$ cat config.mk
export PLATFORM = sky130hd
export DESIGN_NAME = ncp_copro_if
export DESIGN_NICKNAME = d
export VERILOG_FILES = /design/src/logic/ncp_pkg.sv /design/src/logic/ncp_copro_if.sv /design/src/logic/ncp_sync.sv
export SDC_FILE = /design/constraint.sdc
export NUM_CORES = 1
export LEC_CHECK = 0
export BUFFER_PORTS_ARGS = -buffer_cell sky130_fd_sc_hd__buf_2
export CAP_MARGIN = 0
export CORE_UTILIZATION = 46
export DETAILED_ROUTE_END_ITERATION = 7
export PLACE_DENSITY = 0.76
export SLEW_MARGIN = 10
export SYNTH_ARGS = -nofsm -noshare
export SYNTH_HDL_FRONTEND = slang
export SYNTH_SLANG_ARGS = --single-unit
$ cat constraint.sdc
create_clock -name core_clk_i -period 2.3 [get_ports core_clk_i]
set_input_delay 0.115 -clock core_clk_i [delete_from_list [all_inputs] [get_ports core_clk_i]]
set_output_delay 0.115 -clock core_clk_i [all_outputs]
set_load 0.05 [all_outputs]
$ cat src/logic/ncp_pkg.sv
// Constants and types shared by the numeric coprocessor interface
package ncp_pkg;
    // I/O ports decoded by the block
    localparam logic [15:0] NCP_PORT_COPRO_RST = 16'h00f1;
    localparam logic [15:0] NCP_PORT_ERR_CLR = 16'h00f0;
    // Bit of the setup register that blocks the port reset
    localparam int NCP_PORT_RST_DIS_BIT = 6;
    // Clock and coprocessor reset pulse timing
    localparam int NCP_CLK_PERIOD_PS = 8000;
    localparam int NCP_RST_HOLD_NS = 1000;
    localparam logic [7:0] NCP_RST_HOLD_CYC = 8'((NCP_RST_HOLD_NS * 1000
        + NCP_CLK_PERIOD_PS - 1) / NCP_CLK_PERIOD_PS);
    // Idle levels of the synchronised inputs: {req, error_n, busy_n}
    localparam logic [2:0] NCP_SYNC_RST = 3'h3;
    localparam logic [7:0] NCP_CNT_ZERO = 8'h00;

    // Synchronised coprocessor status lines
    typedef struct packed {
        logic operand_req;
        logic error_n;
        logic busy_n;
    } ncp_copro_t;

    // Whole state of the interface block
    typedef struct packed {
        logic err_latch_ff;
        logic op_req_ff;
        logic copro_rst_ff;
        logic cpu_rst_ff;
        logic [7:0] rst_cnt_ff;
    } ncp_state_t;
endpackage : ncp_pkg

$ cat src/logic/ncp_copro_if.sv
// Numeric coprocessor interface: error interrupt, request gating, resets
// Summary of operation
// - Busy is decoded inside to qualify the error for the interrupt; the request gate uses the latched error.
// - Error qualified by busy is latched and drives interrupt 13.
// - The request reaches the CPU only while no error is latched.
// - A system reset asserts both coprocessor and CPU reset.
// - A write to port F1h asserts only the coprocessor reset.
// - With setup bit 6 set, port F1h writes do not reset anything.
`timescale 1ns/1ps
`default_nettype none
module ncp_copro_if (
    // Clock and reset
    input wire logic core_clk_i,
    input wire logic rst_n_i,
    // Internally generated system reset
    input wire logic sys_reset_i,
    // I/O write strobe and address, same clock domain
    input wire logic io_wr_i,
    input wire logic [15:0] io_addr_i,
    // Setup register contents
    input wire logic [7:0] misc_setup_reg_i,
    // Coprocessor pins, asynchronous
    input wire logic copro_busy_n_i,
    input wire logic copro_error_n_i,
    input wire logic copro_operand_req_i,
    // Outputs to CPU, interrupt logic and coprocessor
    output logic irq13_o,
    output logic cpu_operand_req_o,
    output logic copro_reset_out_o,
    output logic cpu_reset_out_o
);
    ncp_pkg::ncp_copro_t pin_async;
    ncp_pkg::ncp_copro_t pin_s;
    ncp_pkg::ncp_state_t st_ff;
    ncp_pkg::ncp_state_t nxt_st;
    logic port_reset_disable;
    logic port_rst_wr;
    logic err_clr_wr;
    logic err_event;

    // Gather coprocessor pins for the synchroniser
    assign pin_async = {copro_operand_req_i, copro_error_n_i,
        copro_busy_n_i};

    // Bring the coprocessor lines onto the core clock
    ncp_sync u_sync (
        .core_clk_i(core_clk_i),
        .rst_n_i(rst_n_i),
        .async_i(pin_async),
        .sync_o(pin_s)
    );

    // Port decode and the reset disable bit
    assign port_reset_disable =
        misc_setup_reg_i[ncp_pkg::NCP_PORT_RST_DIS_BIT];
    assign port_rst_wr = io_wr_i
        && (io_addr_i == ncp_pkg::NCP_PORT_COPRO_RST)
        && !port_reset_disable;
    assign err_clr_wr = io_wr_i
        && (io_addr_i == ncp_pkg::NCP_PORT_ERR_CLR);
    // Error counts only while the unit still reports busy
    assign err_event = !pin_s.error_n && !pin_s.busy_n;

    // Next state of the whole block
    always_comb begin
        nxt_st = st_ff;
        // Pulse counter restarts on each accepted port write
        // and counts down to zero before the reset drops
        if (port_rst_wr) begin
            nxt_st.rst_cnt_ff = ncp_pkg::NCP_RST_HOLD_CYC;
        end else if (st_ff.rst_cnt_ff != ncp_pkg::NCP_CNT_ZERO) begin
            nxt_st.rst_cnt_ff = st_ff.rst_cnt_ff - 8'h01;
        end
        // Coprocessor reset from system reset or the pulse counter
        nxt_st.copro_rst_ff = sys_reset_i
            || (nxt_st.rst_cnt_ff != ncp_pkg::NCP_CNT_ZERO);
        nxt_st.cpu_rst_ff = sys_reset_i;
        // Error latch: a new error wins over a clear in the same cycle
        // A running coprocessor reset pulse clears it as well
        if (err_event) begin
            nxt_st.err_latch_ff = 1'b1;
        end else if (err_clr_wr || st_ff.copro_rst_ff) begin
            nxt_st.err_latch_ff = 1'b0;
        end
        // Operand request blocked while the error interrupt stands
        nxt_st.op_req_ff = pin_s.operand_req
            && !st_ff.err_latch_ff;
    end

    // State register
    always_ff @(posedge core_clk_i or negedge rst_n_i) begin
        if (!rst_n_i) begin
            st_ff <= '0;
        end else begin
            st_ff <= nxt_st;
        end
    end

    // Outputs straight from flip-flops
    // so the CPU and interrupt logic never see glitches
    assign irq13_o = st_ff.err_latch_ff;
    assign cpu_operand_req_o = st_ff.op_req_ff;
    assign copro_reset_out_o = st_ff.copro_rst_ff;
    assign cpu_reset_out_o = st_ff.cpu_rst_ff;

    // Busy-qualified error raises the interrupt next cycle
    a_err_sets_irq: assert property (
        @(posedge core_clk_i) disable iff (!rst_n_i)
        (!pin_s.error_n && !pin_s.busy_n) |=> irq13_o)
        else $error("error with busy did not raise interrupt");

    // Error without busy does not start an interrupt
    a_err_needs_busy: assert property (
        @(posedge core_clk_i) disable iff (!rst_n_i)
        (!irq13_o && pin_s.busy_n) |=> !irq13_o)
        else $error("interrupt raised while coprocessor idle");

    // Request blocked during a latched error
    a_req_blocked: assert property (
        @(posedge core_clk_i) disable iff (!rst_n_i)
        irq13_o |=> !cpu_operand_req_o)
        else $error("operand request passed during error");

    // Request forwarded when no error is latched
    a_req_passes: assert property (
        @(posedge core_clk_i) disable iff (!rst_n_i)
        (pin_s.operand_req && !irq13_o) |=> cpu_operand_req_o)
        else $error("operand request not forwarded");

    // System reset drives both reset outputs
    a_sys_rst_both: assert property (
        @(posedge core_clk_i) disable iff (!rst_n_i)
        sys_reset_i |=> (copro_reset_out_o && cpu_reset_out_o))
        else $error("system reset missed a reset output");

    // Port write resets only the coprocessor
    a_port_rst_only: assert property (
        @(posedge core_clk_i) disable iff (!rst_n_i)
        (port_rst_wr && !sys_reset_i)
        |=> (copro_reset_out_o && !cpu_reset_out_o))
        else $error("port reset wrong outputs");

    // Disabled port write has no effect on an idle reset
    a_port_rst_off: assert property (
        @(posedge core_clk_i) disable iff (!rst_n_i)
        (io_wr_i && io_addr_i == ncp_pkg::NCP_PORT_COPRO_RST
            && port_reset_disable && !sys_reset_i
            && st_ff.rst_cnt_ff == ncp_pkg::NCP_CNT_ZERO)
        |=> !copro_reset_out_o)
        else $error("disabled port write reset the coprocessor");

    // Reset stays high while the hold counter runs
    a_rst_hold_run: assert property (
        @(posedge core_clk_i) disable iff (!rst_n_i)
        (st_ff.rst_cnt_ff > 8'h01) |=> copro_reset_out_o)
        else $error("coprocessor reset released early");

    // Port write loads the hold count and raises the reset
    a_rst_hold_len: assert property (
        @(posedge core_clk_i) disable iff (!rst_n_i)
        (port_rst_wr && !sys_reset_i)
        |=> (st_ff.rst_cnt_ff == ncp_pkg::NCP_RST_HOLD_CYC)
            && copro_reset_out_o)
        else $error("hold counter not loaded");

    // Release once the counter reaches zero without new causes
    a_rst_release: assert property (
        @(posedge core_clk_i) disable iff (!rst_n_i)
        (st_ff.rst_cnt_ff == 8'h01 && !port_rst_wr && !sys_reset_i)
        |=> !copro_reset_out_o)
        else $error("coprocessor reset not released");

    // CPU reset follows only the system reset
    a_cpu_rst_follow: assert property (
        @(posedge core_clk_i) disable iff (!rst_n_i)
        !sys_reset_i |=> !cpu_reset_out_o)
        else $error("CPU reset raised without system reset");

    // Latched error stays until cleared or reset
    a_irq_holds: assert property (
        @(posedge core_clk_i) disable iff (!rst_n_i)
        (irq13_o && !err_clr_wr && !copro_reset_out_o) |=> irq13_o)
        else $error("interrupt dropped without a clear");

    // Clear port drops the interrupt when no error is pending
    a_err_clear: assert property (
        @(posedge core_clk_i) disable iff (!rst_n_i)
        (err_clr_wr && !err_event) |=> !irq13_o)
        else $error("interrupt not cleared by the clear port");

    // Request low at the pin keeps the CPU request low
    a_req_low: assert property (
        @(posedge core_clk_i) disable iff (!rst_n_i)
        !pin_s.operand_req |=> !cpu_operand_req_o)
        else $error("operand request raised without coprocessor request");

    // No cause, no coprocessor reset
    a_copro_rst_idle: assert property (
        @(posedge core_clk_i) disable iff (!rst_n_i)
        (!sys_reset_i && !port_rst_wr
            && st_ff.rst_cnt_ff == ncp_pkg::NCP_CNT_ZERO)
        |=> !copro_reset_out_o)
        else $error("coprocessor reset without a cause");

    // Main scenarios
    c_error_irq: cover property (
        @(posedge core_clk_i) disable iff (!rst_n_i) $rose(irq13_o));
    c_req_fwd: cover property (
        @(posedge core_clk_i) disable iff (!rst_n_i)
        $rose(cpu_operand_req_o));
    c_port_rst: cover property (
        @(posedge core_clk_i) disable iff (!rst_n_i)
        port_rst_wr ##126 $fell(copro_reset_out_o)); // Hold count plus one
    c_sys_rst: cover property (
        @(posedge core_clk_i) disable iff (!rst_n_i)
        $rose(cpu_reset_out_o));
endmodule : ncp_copro_if
`default_nettype wire

$ cat src/logic/ncp_sync.sv
// Two-stage synchroniser for the coprocessor status inputs
`timescale 1ns/1ps
`default_nettype none
module ncp_sync (
    // Clock and reset
    input wire logic core_clk_i,
    input wire logic rst_n_i,
    // Asynchronous and synchronised lines
    input wire ncp_pkg::ncp_copro_t async_i,
    output var ncp_pkg::ncp_copro_t sync_o
);
    typedef struct packed {
        logic [2:0] meta_ff;
        logic [2:0] sync_ff;
    } ncp_sync_state_t;

    ncp_sync_state_t st_ff;
    ncp_sync_state_t nxt_st;

    // Stage one feeds stage two only
    always_comb begin
        nxt_st.meta_ff = async_i;
        nxt_st.sync_ff = st_ff.meta_ff;
    end

    // State register
    always_ff @(posedge core_clk_i or negedge rst_n_i) begin
        if (!rst_n_i) begin
            st_ff <= {ncp_pkg::NCP_SYNC_RST, ncp_pkg::NCP_SYNC_RST};
        end else begin
            st_ff <= nxt_st;
        end
    end

    assign sync_o = st_ff.sync_ff;

    // Input reaches the output after exactly two edges
    a_sync_two_stage: assert property (
        @(posedge core_clk_i) disable iff (!rst_n_i)
        ##2 (sync_o == $past(async_i, 2)))
        else $error("synchroniser delay is not two cycles");
endmodule : ncp_sync
`default_nettype wire

### Word level (Yosys, flattened, before mapping)

Cells that the tools add are included.
W data, S select, Z words.

* output and inout bits: 4
* flip-flop bits (word level): 18
* input bits: 31
* word-level logic and storage cells: 28

* reduce and logical (&&, ||, !) cells: 14
* muxes and demuxes: 4
* $add $sub $neg: 1
* equal/unequal tests: 2

Operator list (count)
* $eq A16 B8 Y1 const B: 2
* $mux W8: 2
* $reduce_bool A8 Y1: 2
* $sub A8 B1 Y8 const B: 1
* $logic_and A1 B1 Y1: 5
* $logic_not A1 Y1: 4
* $logic_or A1 B1 Y1: 2
* $mux W1: 2
* $reduce_bool A2 Y1: 1

### Depth between registers and ports, before layout

Gate-level depths: netlist (run 1).

* depth after elaboration: 6
* gate-level depth with buffers: 6
* mapped depth without buffers: 6

### Cells and area by module

From an unflattened synthesis (run 1), not the netlist that was laid out.

* cells, all modules: 83
* area total of the unflattened synthesis: 884.6 um2

Modules (own cells, without submodules)
* ncp_copro_if: cells each 77, area each 729.4 um2, sequential area each 300.3 um2, times used 1
* ncp_sync: cells each 6, area each 155.1 um2, sequential area each 155.1 um2, times used 1

### Worst setup path before layout (run 1)

No wires, ideal clock.

* kind: reg2reg
* start: register st_ff[0] (netlist bit)
* end: register st_ff[0] (netlist bit)
* arrival: 1568 ps
* setup time: 126 ps
* period minus slack after synthesis: 1694 ps
* data required time: 2174 ps
* path slack: 606 ps
* buffers on the path: 0
* cell stages (with the launch flop): 7
* cells stage by stage: dfrtp_1 > inv_1 > ha_1 > or3b_2 > nor2_1 > xnor2_1 > nand2_1

RTL lines
* start, declared: line ncp_copro_if.sv:34 `ncp_pkg::ncp_state_t st_ff;`
* start signal, assigned: line ncp_copro_if.sv:95 `st_ff <= nxt_st;`

==> reports/qor.csv, run 1 <==
stage,metric,value,unit
power_and_ir_drop,power_density,571,mW/mm^2
sta,finalSetupViolCount,0,
sta,tightestPinTransition,384,ps
setup_path,reg2reg_depth,6,
global_route,antenna_found_initial,0,
setup_path,slowest_delay,500,ps
sta,setup_tns,0,ps
synth,synth_top_flop_cell,dfrtp_1,
setup_path,crit_arrival,2120,ps
setup_path,cp_max_fo,9,
sta,rsz0062_at_grt,no,
detailed_routing,wirelength,1.81,mm
placement,dp_hpwl,1.27,mm
cts,cts_max_path_buffers,2,
finish,fillers,161,
die,die_x,45.9,um
global_route,grt_max_degree,19,
cts,cts_sinks,18,
power_and_ir_drop,peakVddDrop,413,uV
synth,netlist_area,885,um^2
finish,areaGrowthSynthToFinish,27.2,%
die,start_util,0.501,
finish,drive_above_1_share,0.342,
sta,final-hold-violation-count,0,
sta,fin_crit,1920,ps
cts,cts.clk_slew.worst_paths,110,ps
synth,yosys.cell_types.count,33,
run,max-cap-violations,0,
synth,synth_nets,116,
detailed_routing,first_pass_iters,4,
cts,cts_tree,done,
detailed_routing,antenna_left,0,
placement,dpl-instance-area,0.00104,mm^2
cts,clk_latency,300,ps
global_route,grt_use_met1,0.224,
setup_path,cp_num_buf_inv,1,
setup_path,rrSetupSlack,380,ps
global_route,grtUsageMet3,0.0278,
global_route,first_global_vias,660,
sta,slew-limit-headroom,0.743,
global_route,track_usage,0.195,
detailed_routing,drc,0,
status,status,finished clean,
cts,cts_setup_buffers,0,
sta,period_share,0.837,
cts,numCtsBuffers,3,
setup_path,crit_type,flop to flop,
detailed_routing,vias_per_cell,5.31,
setup_path,start_kind,flop,
synth,seq_area_frac_synth,0.515,
global_route,grt.overflow.total,0,
finish,diodes,0,
min_path,whs_endpoint,st_ff[5]$_DFF_PN0_,
synth,synth_edf_count,0,
setup_path,r2r_start,st_ff[0]$_DFF_PN0_,
cts,clockRootBuffer,clkbuf_4,
finish,fin_nets,151,
die,die-area,0.00210,mm^2
finish,fin_util,0.638,
setup_path,path_cells,inv_1 > ha_1 > or3b_2 > nor2_1 > xnor2_1 > nand2_1,
setup_path,crit_family,simple AND/OR/NAND/NOR gates,
global_route,met2_usage,0.335,
setup_path,cp_slowest_cell,or3b_2,
synth,synthArstFlopShare,1.00,
detailed_routing,drt_iter0_markers,9,
synth,yosys_warnings,0,
detailed_routing,detail_route.wl_per_cell,12.7,um
sta,slew_viol_final,0,
setup_path,endpoint_kind,flop,
synth,synth.avg_cell_area,10.7,um^2
power_and_ir_drop,leakagePower,0.000484,uW
die,num_rows,15,
die,die_h,45.9,um
setup_path,required,2490,ps
global_route,grt_pass1_wl,2.77,mm
global_route,busiest_layer,met2,
placement,portBuffers,27,
finish,fin_area,0.00112,mm^2
die,fp.coreArea,0.00176,mm^2
synth,yosys_register_bits,18,
synth,synthCells,83,
placement,gp_congestion,0.908,
min_path,holdPathStages,2,
cts,h-tree-depth,1,
min_path,hold_class,input pin to flop,
min_path,hold_path.startpoint,misc_setup_reg_i[6],
detailed_routing,route.vias.total,754,
sta,fmax,520,MHz
setup_path,worstReg2RegEnd,st_ff[0]$_DFF_PN0_,
sta,skew,11.4,ps
die,ioPinCount,35,
[synth_stat cells (2+ instances only)]
master | count | area, um^2
inv_1 | 5 | 18.8
nand4_1 | 3 | 18.8
nor2b_1 | 3 | 18.8
dfstp_2 | 4 | 105
nand2_1 | 6 | 22.5
o21ai_0 | 9 | 45.0
or4_4 | 2 | 22.5
dfrtp_1 | 14 | 350
or3_1 | 3 | 18.8
xnor2_1 | 3 | 26.3
ha_1 | 2 | 25.0
nand3_1 | 3 | 15.0
nor2_1 | 2 | 7.51
nor4_1 | 3 | 18.8
nor4bb_1 | 2 | 20.0
o21a_1 | 2 | 15.0
[registers in the layout (all words and copies together), names as in the netlist]
register and flops:
u_sync.sync_o 3, copro_reset_out_o 1, u_sync.nxt_st 3, cpu_operand_req_o 1
cpu_reset_out_o 1, st_ff 8, irq13_o 1
[timing repair]
item	in CTS	in global routing
endpoints found under the hold margin	18	0
hold buffers	5	0
resized for setup	0	0
[cells in the final DEF (no fill, tap or decap), drive strengths merged, types with 2 or more instances in the layout]
master       netlist  final
buf                2     28
clkbuf             1      4
dfrtp             14     14
dfstp              4      4
dlygate4sd3        0      5
ha                 2      2
inv                5      5
nand2              6      6
nand3              3      3
nand4              3      3
nor2               2      2
nor2b              3      3
nor4               3      3
nor4bb             2      2
o21a               2      2
o21ai              9      9
or3                3      3
or4                3      3
xnor2              3      3
[how the worst max path moves through the flow]
| stage | startpoint | endpoint | slack [ps] | cells after the start |
|---|---|---|---|---|
| 6_report | st_ff[0]$_DFF_PN0_ | st_ff[0]$_DFF_PN0_ | 380 | 6 |
| 5_1_grt | st_ff[0]$_DFF_PN0_ | st_ff[0]$_DFF_PN0_ | 250 | 6 |
| 4_1_cts | st_ff[0]$_DFF_PN0_ | st_ff[0]$_DFF_PN0_ | 380 | 6 |
| 3_5_place_dp | st_ff[0]$_DFF_PN0_ | st_ff[0]$_DFF_PN0_ | 400 | 6 |
| 3_3_place_gp | st_ff[0]$_DFF_PN0_ | st_ff[0]$_DFF_PN0_ | 400 | 6 |
| 2_1_floorplan | st_ff[0]$_DFF_PN0_ | st_ff[0]$_DFF_PN0_ | 610 | 6 |
[metal layers]
layer / part of all wire / up-vias
li1: - / 373
met5: 0 / -
met4: 0.025 / 0
met2: 0.46 / 32
met1: 0.44 / 344
met3: 0.070 / 5
[area by class of cell]
class	count	area, um^2	share of cell area
inverter	5	18.8	0.0167
tap	25	31.3	0.0278
sequential	18	455	0.405
timing repair buffer	33	193	0.171
clock buffer	4	36.3	0.0323
multi-input combinational	57	390	0.347
[where the power goes]
group          switching [uW]  internal, uW  leakage (uW)
combinational            44.6          43.1      0.000255
sequential               19.8           339      0.000209
clock                    99.8          96.6     0.0000210
[stage by stage]
step | std cells | worst slack [ps] | power, uW | hold slack, ps
final | 142 | 375 | 643 | 57.0
after global routing | 142 | 254 | 671 | 71.9
after CTS | 142 | 384 | 648 | 52.9
after detailed placement | 133 | 400 | 444 | 60.6
after global placement | 133 | 396 | 441 | 57.8
after floorplan | 83 | 606 | 410 | -181
[kinds of logic (layout without fill, tap and decap cells)]
family,after synthesis,after routing,synth area share
simple gates,35,35,0.250
flops,18,18,0.515
compound gates,16,16,0.123
buf+inv,8,42,0.0438
xor+xnor,4,4,0.0396
fa+ha+maj,2,2,0.0283
(Power assumes the default switching activity.)
==> inputs of run 2 (changes only) <==
CORE_UTILIZATION = 42   (was 46)
PLACE_DENSITY = 0.73   (was 0.76)
clock period = 1.6 ns   (was 2.3 ns; I/O delays follow)
==> run 2 against run 1 <==
Net effect: the run now ends with negative setup slack left; first-iteration DRC count is 11% higher; worst setup slack worse by 480 ps; combinational power is 90% higher; total power is 50% higher; register-to-register slack worse by 480 ps; maximum frequency is 13% higher; routed wire length is 17% higher; hold slack worse by 13 ps; critical endpoint is now copro_reset_out_o$_DFF_PN0_; largest power group unchanged.
==> reports/qor.csv, run 2 (same netlist as run 1, synthesis figures left out) <==
stage,metric,value,unit,change
setup_path,endpoint_kind,flop,,unchanged
finish,fin_area,0.00127,mm^2,was 0.00112 mm^2
global_route,grt.overflow.total,0,,unchanged
placement,dpl-instance-area,0.00113,mm^2,was 0.00104 mm^2
cts,numCtsBuffers,3,,unchanged
setup_path,crit_type,flop to flop,,unchanged
finish,fin_util,0.647,,was 0.638
finish,layout_common_cells,"27 x buf_2, 14 x dfrtp_1, 14 x buf_4",,"was 27 x buf_2, 14 x dfrtp_1, 9 x o21ai_0"
finish,diodes,0,,unchanged
cts,clockRootBuffer,clkbuf_4,,unchanged
die,ioPinCount,35,,unchanged
setup_path,required,1850,ps,was 2490 ps
die,start_util,0.451,,was 0.501
min_path,hold_class,input pin to flop,,unchanged
sta,slew-limit-headroom,0.733,,was 0.743
power_and_ir_drop,peakVddDrop,549,uV,was 413 uV
sta,skew,12.9,ps,was 11.4 ps
finish,fin_nets,164,,was 151
setup_path,cp_max_fo,3,,was 9
sta,finalSetupViolCount,2,,was 0
die,die-area,0.00229,mm^2,was 0.00210 mm^2
finish,largest-register,st_ff,,unchanged
global_route,grt_max_degree,19,,unchanged
finish,drive_above_1_share,0.462,,was 0.342
sta,tightestPinTransition,400,ps,was 384 ps
global_route,track_usage,0.201,,was 0.195
die,fp.coreArea,0.00196,mm^2,was 0.00176 mm^2
sta,slew_viol_final,0,,unchanged
global_route,grt_pass1_wl,3.04,mm,was 2.77 mm
sta,holdWs,43.7,ps,was 57.0 ps
sta,setup_ws,-102,ps,was 375 ps
sta,period_share,1.06,,was 0.837
setup_path,start_kind,flop,,unchanged
cts,cts_max_path_buffers,2,,unchanged
cts,clk_latency,300,ps,about the same
die,die_h,47.9,um,was 45.9 um
detailed_routing,antenna_left,0,,unchanged
cts,cts.clk_slew.worst_paths,110,ps,about the same
die,die_x,47.9,um,was 45.9 um
die,num_rows,16,,was 15
detailed_routing,drc,0,,unchanged
cts,cts_sinks,18,,unchanged
global_route,antenna_found_initial,0,,unchanged
sta,fmax,588,MHz,was 520 MHz
detailed_routing,first_pass_iters,4,,unchanged
finish,areaGrowthSynthToFinish,43.4,%,was 27.2%
detailed_routing,wirelength,2.11,mm,was 1.81 mm
power_and_ir_drop,power,961,uW,was 643 uW
setup_path,crit_arrival,1950,ps,was 2120 ps
cts,h-tree-depth,1,,unchanged
run,max-cap-violations,0,,unchanged
detailed_routing,vias_per_cell,5.18,,was 5.31
finish,final_common_cell,buf_2,,unchanged
power_and_ir_drop,power_density,758,mW/mm^2,was 571 mW/mm^2
status,violations,negative setup slack,,
cts,cts_tree,done,,unchanged
global_route,first_global_vias,732,,was 660
sta,rsz0062_at_grt,yes,,was no
status,status,finished with violations,,was finished clean
power_and_ir_drop,leakagePower,0.000552,uW,was 0.000484 uW
detailed_routing,drt_iter0_markers,10,,was 9
sta,final-hold-violation-count,0,,unchanged
detailed_routing,route.vias.total,814,,was 754
placement,dp_hpwl,1.46,mm,was 1.27 mm
detailed_routing,detail_route.wl_per_cell,13.4,um,was 12.7 um
placement,portBuffers,27,,unchanged
sta,fin_crit,1700,ps,was 1920 ps
placement,gp_congestion,0.977,,was 0.908
finish,largest_reg_flops,8,,unchanged
## run 2: final cells by class
type | count | area (um^2)
flip-flops and latches | 18 | 455
well taps | 27 | 33.8
inverters | 5 | 18.8
fillers | 169 | 693
clock buffers | 4 | 36.3
multi-input cells | 57 | 434
repair buffers | 46 | 290
## run 2: metal layers
metal | global-route usage | wire length, um | vias up
li1 | - | - | 402
met1 | 0.236 | 933 | 383
met2 | 0.335 | 1030 | 25
met3 | 0.0453 | 102 | 4
met4 | 0.117 | 43 | 0
met5 | 0 | 0 | -
## run 2: worst max-delay path: stages (launching register included)
cell and delay (ps):
dfrtp_1 430, or4_4 540, or4_4 430, o311ai_2 100, nand4b_1 150
## run 2: report_power, final
group	switching, uW	internal [uW]	total (uW)
Sequential	19.9	487	507
Clock	148	139	287
Combinational	85.1	82.2	167
Total	253	708	961
## run 2: final timing paths
path / depth (start not counted) / end / slack [ps] / from
min: 3 / irq13_o$_DFFE_PN0P_ / 40 / io_addr_i[0]
max reg2reg: 4 / copro_reset_out_o$_DFF_PN0_ / -100 / st_ff[1]$_DFF_PN0_
max in group asynchronous: 2 / u_sync.nxt_st[0]$_DFF_PN1_ / 1050 / rst_n_i
min reg2reg: 0 / u_sync.sync_o[0]$_DFF_PN1_ / 350 / u_sync.nxt_st[0]$_DFF_PN1_
min in group asynchronous: 2 / st_ff[3]$_DFF_PN0_ / 210 / rst_n_i
max: 4 / copro_reset_out_o$_DFF_PN0_ / -100 / st_ff[1]$_DFF_PN0_
## run 2: repair_timing
item,4_1_cts,5_1_grt
setup endpoints to repair,8,5
pin swaps,0,2
gates resized for setup,2,5
setup buffers,2,0
hold buffers,5,0
hold endpoints to repair,19,0
gates cloned,0,0
## run 2: per-stage QoR
stage / setup WS [ps] / instances / TNS, ps
global route: -131 / 157 / -182
finish: -102 / 157 / -112
CTS: -94.6 / 157 / -96.3
global placement: -72.2 / 146 / -132
floorplan: -86.3 / 83 / -109
detailed placement: -111 / 146 / -280
==> inputs of run 3 (changes only) <==
ABC_AREA = 1   (was not set)
CAP_MARGIN = 25   (was 0)
CORE_UTILIZATION = 43   (was 42)
PLACE_DENSITY = 0.74   (was 0.73)
clock period = 1.4 ns   (was 1.6 ns; I/O delays follow)
==> run 3 against run 2 <==
Net effect: the flow still finishes with violations (negative setup slack); total power is 13% higher; utilization increased by 1.0 points; synthesized cell count up 42%; final area rose by 4.7%; clock power increased by 13%; via count rose by 12%; routed wire length up 3.2%; critical path type unchanged.
==> reports/qor.csv, run 3 <==
stage,metric,value,unit,change
status,status,finished with violations,,unchanged
status,violations,negative setup slack,,unchanged
setup_path,crit_type,flop to flop,,unchanged
detailed_routing,drt_iter0_markers,16,,was 10
setup_path,crit_top_cell,nand2_4,,was or4_4
min_path,hold_class,input pin to flop,,unchanged
power_and_ir_drop,pwr-share-comb,0.156,,was 0.174
power_and_ir_drop,power,1090,uW,was 961 uW
die,die-area,0.00240,mm^2,was 0.00229 mm^2
global_route,grt_pass1_wl,3.68,mm,was 3.04 mm
setup_path,r2r_start,st_ff[1]$_DFF_PN0_,,unchanged
die,fp.coreArea,0.00202,mm^2,was 0.00196 mm^2
synth,synth_nets,151,,was 116
cts,cts.clk_slew.worst_paths,100,ps,was 110 ps
finish,largest_reg_flops,8,,unchanged
detailed_routing,route.vias.total,913,,was 814
sta,finalSetupViolCount,1,,was 2
sta,slew-limit-headroom,0.740,,was 0.733
setup_path,slowest_delay,410,ps,was 540 ps
finish,diodes,0,,unchanged
detailed_routing,detail_route.wl_per_cell,11.5,um,was 13.4 um
synth,yosys.area.top_type,dfrtp_1,,unchanged
power_and_ir_drop,pwr-share-seq,0.548,,was 0.527
synth,yosys_warnings,0,,unchanged
power_and_ir_drop,intPower,792,uW,was 708 uW
global_route,track_usage,0.197,,was 0.201
power_and_ir_drop,power.switching,295,uW,was 253 uW
cts,h-tree-depth,1,,unchanged
setup_path,reg2reg_depth,11,,was 4
finish,fin_nets,197,,was 164
cts,clockRootBuffer,clkbuf_4,,unchanged
setup_path,path_cells,inv_2 > ha_4 > nand2_4 > inv_2 > nand2_4 > nand2_4 > nand2_2 > nor2_2 > nand2_1 > nor2_2 > nand2_1,,was or4_4 > or4_4 > o311ai_2 > nand4b_1
die,num_rows,16,,unchanged
detailed_routing,drc,0,,unchanged
global_route,antenna_found_initial,0,,unchanged
setup_path,rrSetupSlack,-50,ps,was -100 ps
sta,rsz0062_at_grt,yes,,unchanged
setup_path,endpoint_kind,flop,,unchanged
synth,synthCells,118,,was 83
min_path,whs_endpoint,copro_reset_out_o$_DFF_PN0_,,was irq13_o$_DFFE_PN0P_
setup_path,crit_family,simple AND/OR/NAND/NOR gates,,unchanged
synth,netlist_area,951,um^2,was 885 um^2
sta,fmax,691,MHz,was 588 MHz
synth,seq_area_frac_synth,0.479,,was 0.515
synth,synth.avg_cell_area,8.06,um^2,was 10.7 um^2
power_and_ir_drop,leakagePower,0.000696,uW,was 0.000552 uW
die,die_x,49.0,um,was 47.9 um
global_route,grt_max_degree,19,,unchanged
power_and_ir_drop,peakVddDrop,856,uV,was 549 uV
finish,areaGrowthSynthToFinish,39.7,%,was 43.4%
run,max-cap-violations,0,,unchanged
min_path,holdPathStages,5,,was 3
synth,synth_top_area_frac,0.368,,was 0.396
detailed_routing,vias_per_cell,4.81,,was 5.18
placement,dp_hpwl,1.55,mm,was 1.46 mm
setup_path,cp_num_buf_inv,2,,was 0
min_path,hold_path.startpoint,io_wr_i,,was io_addr_i[0]
synth,synth_edf_count,0,,unchanged
detailed_routing,first_pass_iters,4,,unchanged
setup_path,crit_arrival,1640,ps,was 1950 ps
cts,numCtsBuffers,3,,unchanged
placement,place_ws,-54.1,ps,was -111 ps
global_route,first_global_vias,933,,was 732
setup_path,cp_slowest_cell,dfrtp_1,,was or4_4
setup_path,required,1590,ps,was 1850 ps
sta,setup_ws,-46.6,ps,was -102 ps
cts,cts_sinks,18,,unchanged
sta,tightestPinTransition,390,ps,was 400 ps
synth,yosys.cell_types.count,21,,was 33
cts,clk_latency,290,ps,was 300 ps
cts,cts_max_path_buffers,2,,unchanged
placement,portBuffers,27,,unchanged
power_and_ir_drop,switching_share,0.272,,was 0.264
power_and_ir_drop,clockPowerShare,0.297,,was 0.299
sta,period_share,1.03,,was 1.06
finish,fin_cells,190,,was 157
cts,cts_tree,done,,unchanged
synth,yosysMostFrequentCell,nand2_1,,was dfrtp_1
detailed_routing,antenna_left,0,,unchanged
synth,yosys_register_bits,18,,unchanged
finish,largest-register,st_ff,,unchanged
sta,skew,2.53,ps,was 12.9 ps
placement,place_inst,175,,was 146
die,start_util,0.470,,was 0.451
global_route,grt.overflow.total,0,,unchanged
sta,slew_viol_final,0,,unchanged
finish,drive_above_1_share,0.405,,was 0.462
setup_path,cp_max_fo,6,,was 3
setup_path,start_kind,flop,,unchanged
power_and_ir_drop,power_density,818,mW/mm^2,was 758 mW/mm^2
synth,yosys-top-cells-count,"30 x nand2_1, 18 x nor2_1, 15 x inv_1",,"was 14 x dfrtp_1, 9 x o21ai_0, 6 x nand2_1"
sta,fin_crit,1450,ps,was 1700 ps
die,ioPinCount,35,,unchanged
synth,synthArstFlopShare,1.00,,unchanged
detailed_routing,wirelength,2.18,mm,was 2.11 mm
sta,final-hold-violation-count,0,,unchanged
synth,synth_top_flop_cell,dfrtp_1,,unchanged
setup_path,worstReg2RegEnd,copro_reset_out_o$_DFF_PN0_,,unchanged
finish,layout_common_cells,"27 x nand2_1, 27 x buf_2, 15 x nor2_1",,"was 27 x buf_2, 14 x dfrtp_1, 14 x buf_4"
die,die_h,49.0,um,was 47.9 um
placement,gp_congestion,0.889,,was 0.977
synth,yosys-top-cells-area,"dfrtp_1 37%, nand2_1 12%, dfstp_2 11%",,"was dfrtp_1 40%, dfstp_2 12%, o21ai_0 5.1%"
-- run 3: what timing repair did --
item | 4_1_cts | 5_1_grt
resized for setup | 7 | 10
endpoints found under the setup margin | 1 | 3
hold buffers | 5 | 0
buffers inserted | 0 | 6
gates cloned | 0 | 0
endpoints found under the hold margin | 22 | 0
pin swaps | 1 | 10
-- run 3: kinds of logic after synthesis --
logic type      after synthesis  synth area share
simple gates                 76             0.389
buf+inv                      16            0.0658
compound gates                5            0.0303
xor+xnor                      1           0.00921
flops                        18             0.479
fa+ha+maj                     2            0.0263
-- run 3: final cells by class --
class	count	area, um^2
Inverter	16	62.6
Fill cell	171	693
Tap cell	27	33.8
Clock buffer	4	36.3
Timing Repair Buffer	41	256
Sequential cell	18	457
Multi-Input combinational cell	84	483
-- run 3: worst max path at each step --
stage | end | start | slack (ps) | cells past startpoint
after detailed placement | copro_reset_out_o$_DFF_PN0_ | st_ff[0]$_DFF_PN0_ | -50 | 11
final | copro_reset_out_o$_DFF_PN0_ | st_ff[1]$_DFF_PN0_ | -50 | 11
after CTS | copro_reset_out_o$_DFF_PN0_ | st_ff[0]$_DFF_PN0_ | -0.09 | 9
after floorplan | copro_reset_out_o$_DFF_PN0_ | st_ff[0]$_DFF_PN0_ | 50 | 11
after global placement | copro_reset_out_o$_DFF_PN0_ | st_ff[0]$_DFF_PN0_ | -30 | 11
after global routing | copro_reset_out_o$_DFF_PN0_ | st_ff[1]$_DFF_PN0_ | -140 | 11
-- run 3: power by group through the flow --
stage	combinational (uW)	sequential (uW)	clock, uW
after global placement	147	602	0
final	169	595	323
after global routing	191	601	353
after floorplan	72.6	615	0
after CTS	163	595	334
after detailed placement	152	605	0
-- run 3: through the flow --
| step | area [um^2] | util | setup TNS, ps | hold WS (ps) |
|---|---|---|---|---|
| finish | 1330 | 0.657 | -46.6 | 154 |
| global route | 1330 | 0.657 | -168 | 188 |
| CTS | 1240 | 0.612 | -0.0945 | 148 |
| detailed placement | 1140 | 0.565 | -54.1 | 18.6 |
| global placement | 1140 | 0.565 | -32.3 | 5.32 |
| floorplan | 951 | - | 0 | -226 |
-- run 3: worst register-to-register path, stage by stage, from the launching register on --
cell     delay, ps
dfrtp_1        410
inv_2          100
ha_4           150
nand2_4         60
inv_2           70
nand2_4         80
nand2_4         80
nand2_2         50
nor2_2         110
nand2_1         80
nor2_2         110
nand2_1         60
-- run 3: routing by layer --
metal / track usage / routed length [um] / vias up
met1: 0.231 / 846 / 431
met5: 0 / 0 / -
met2: 0.356 / 1220 / 23
li1: - / - / 457
met4: 0.0441 / 12 / 0
met3: 0.0498 / 95 / 2
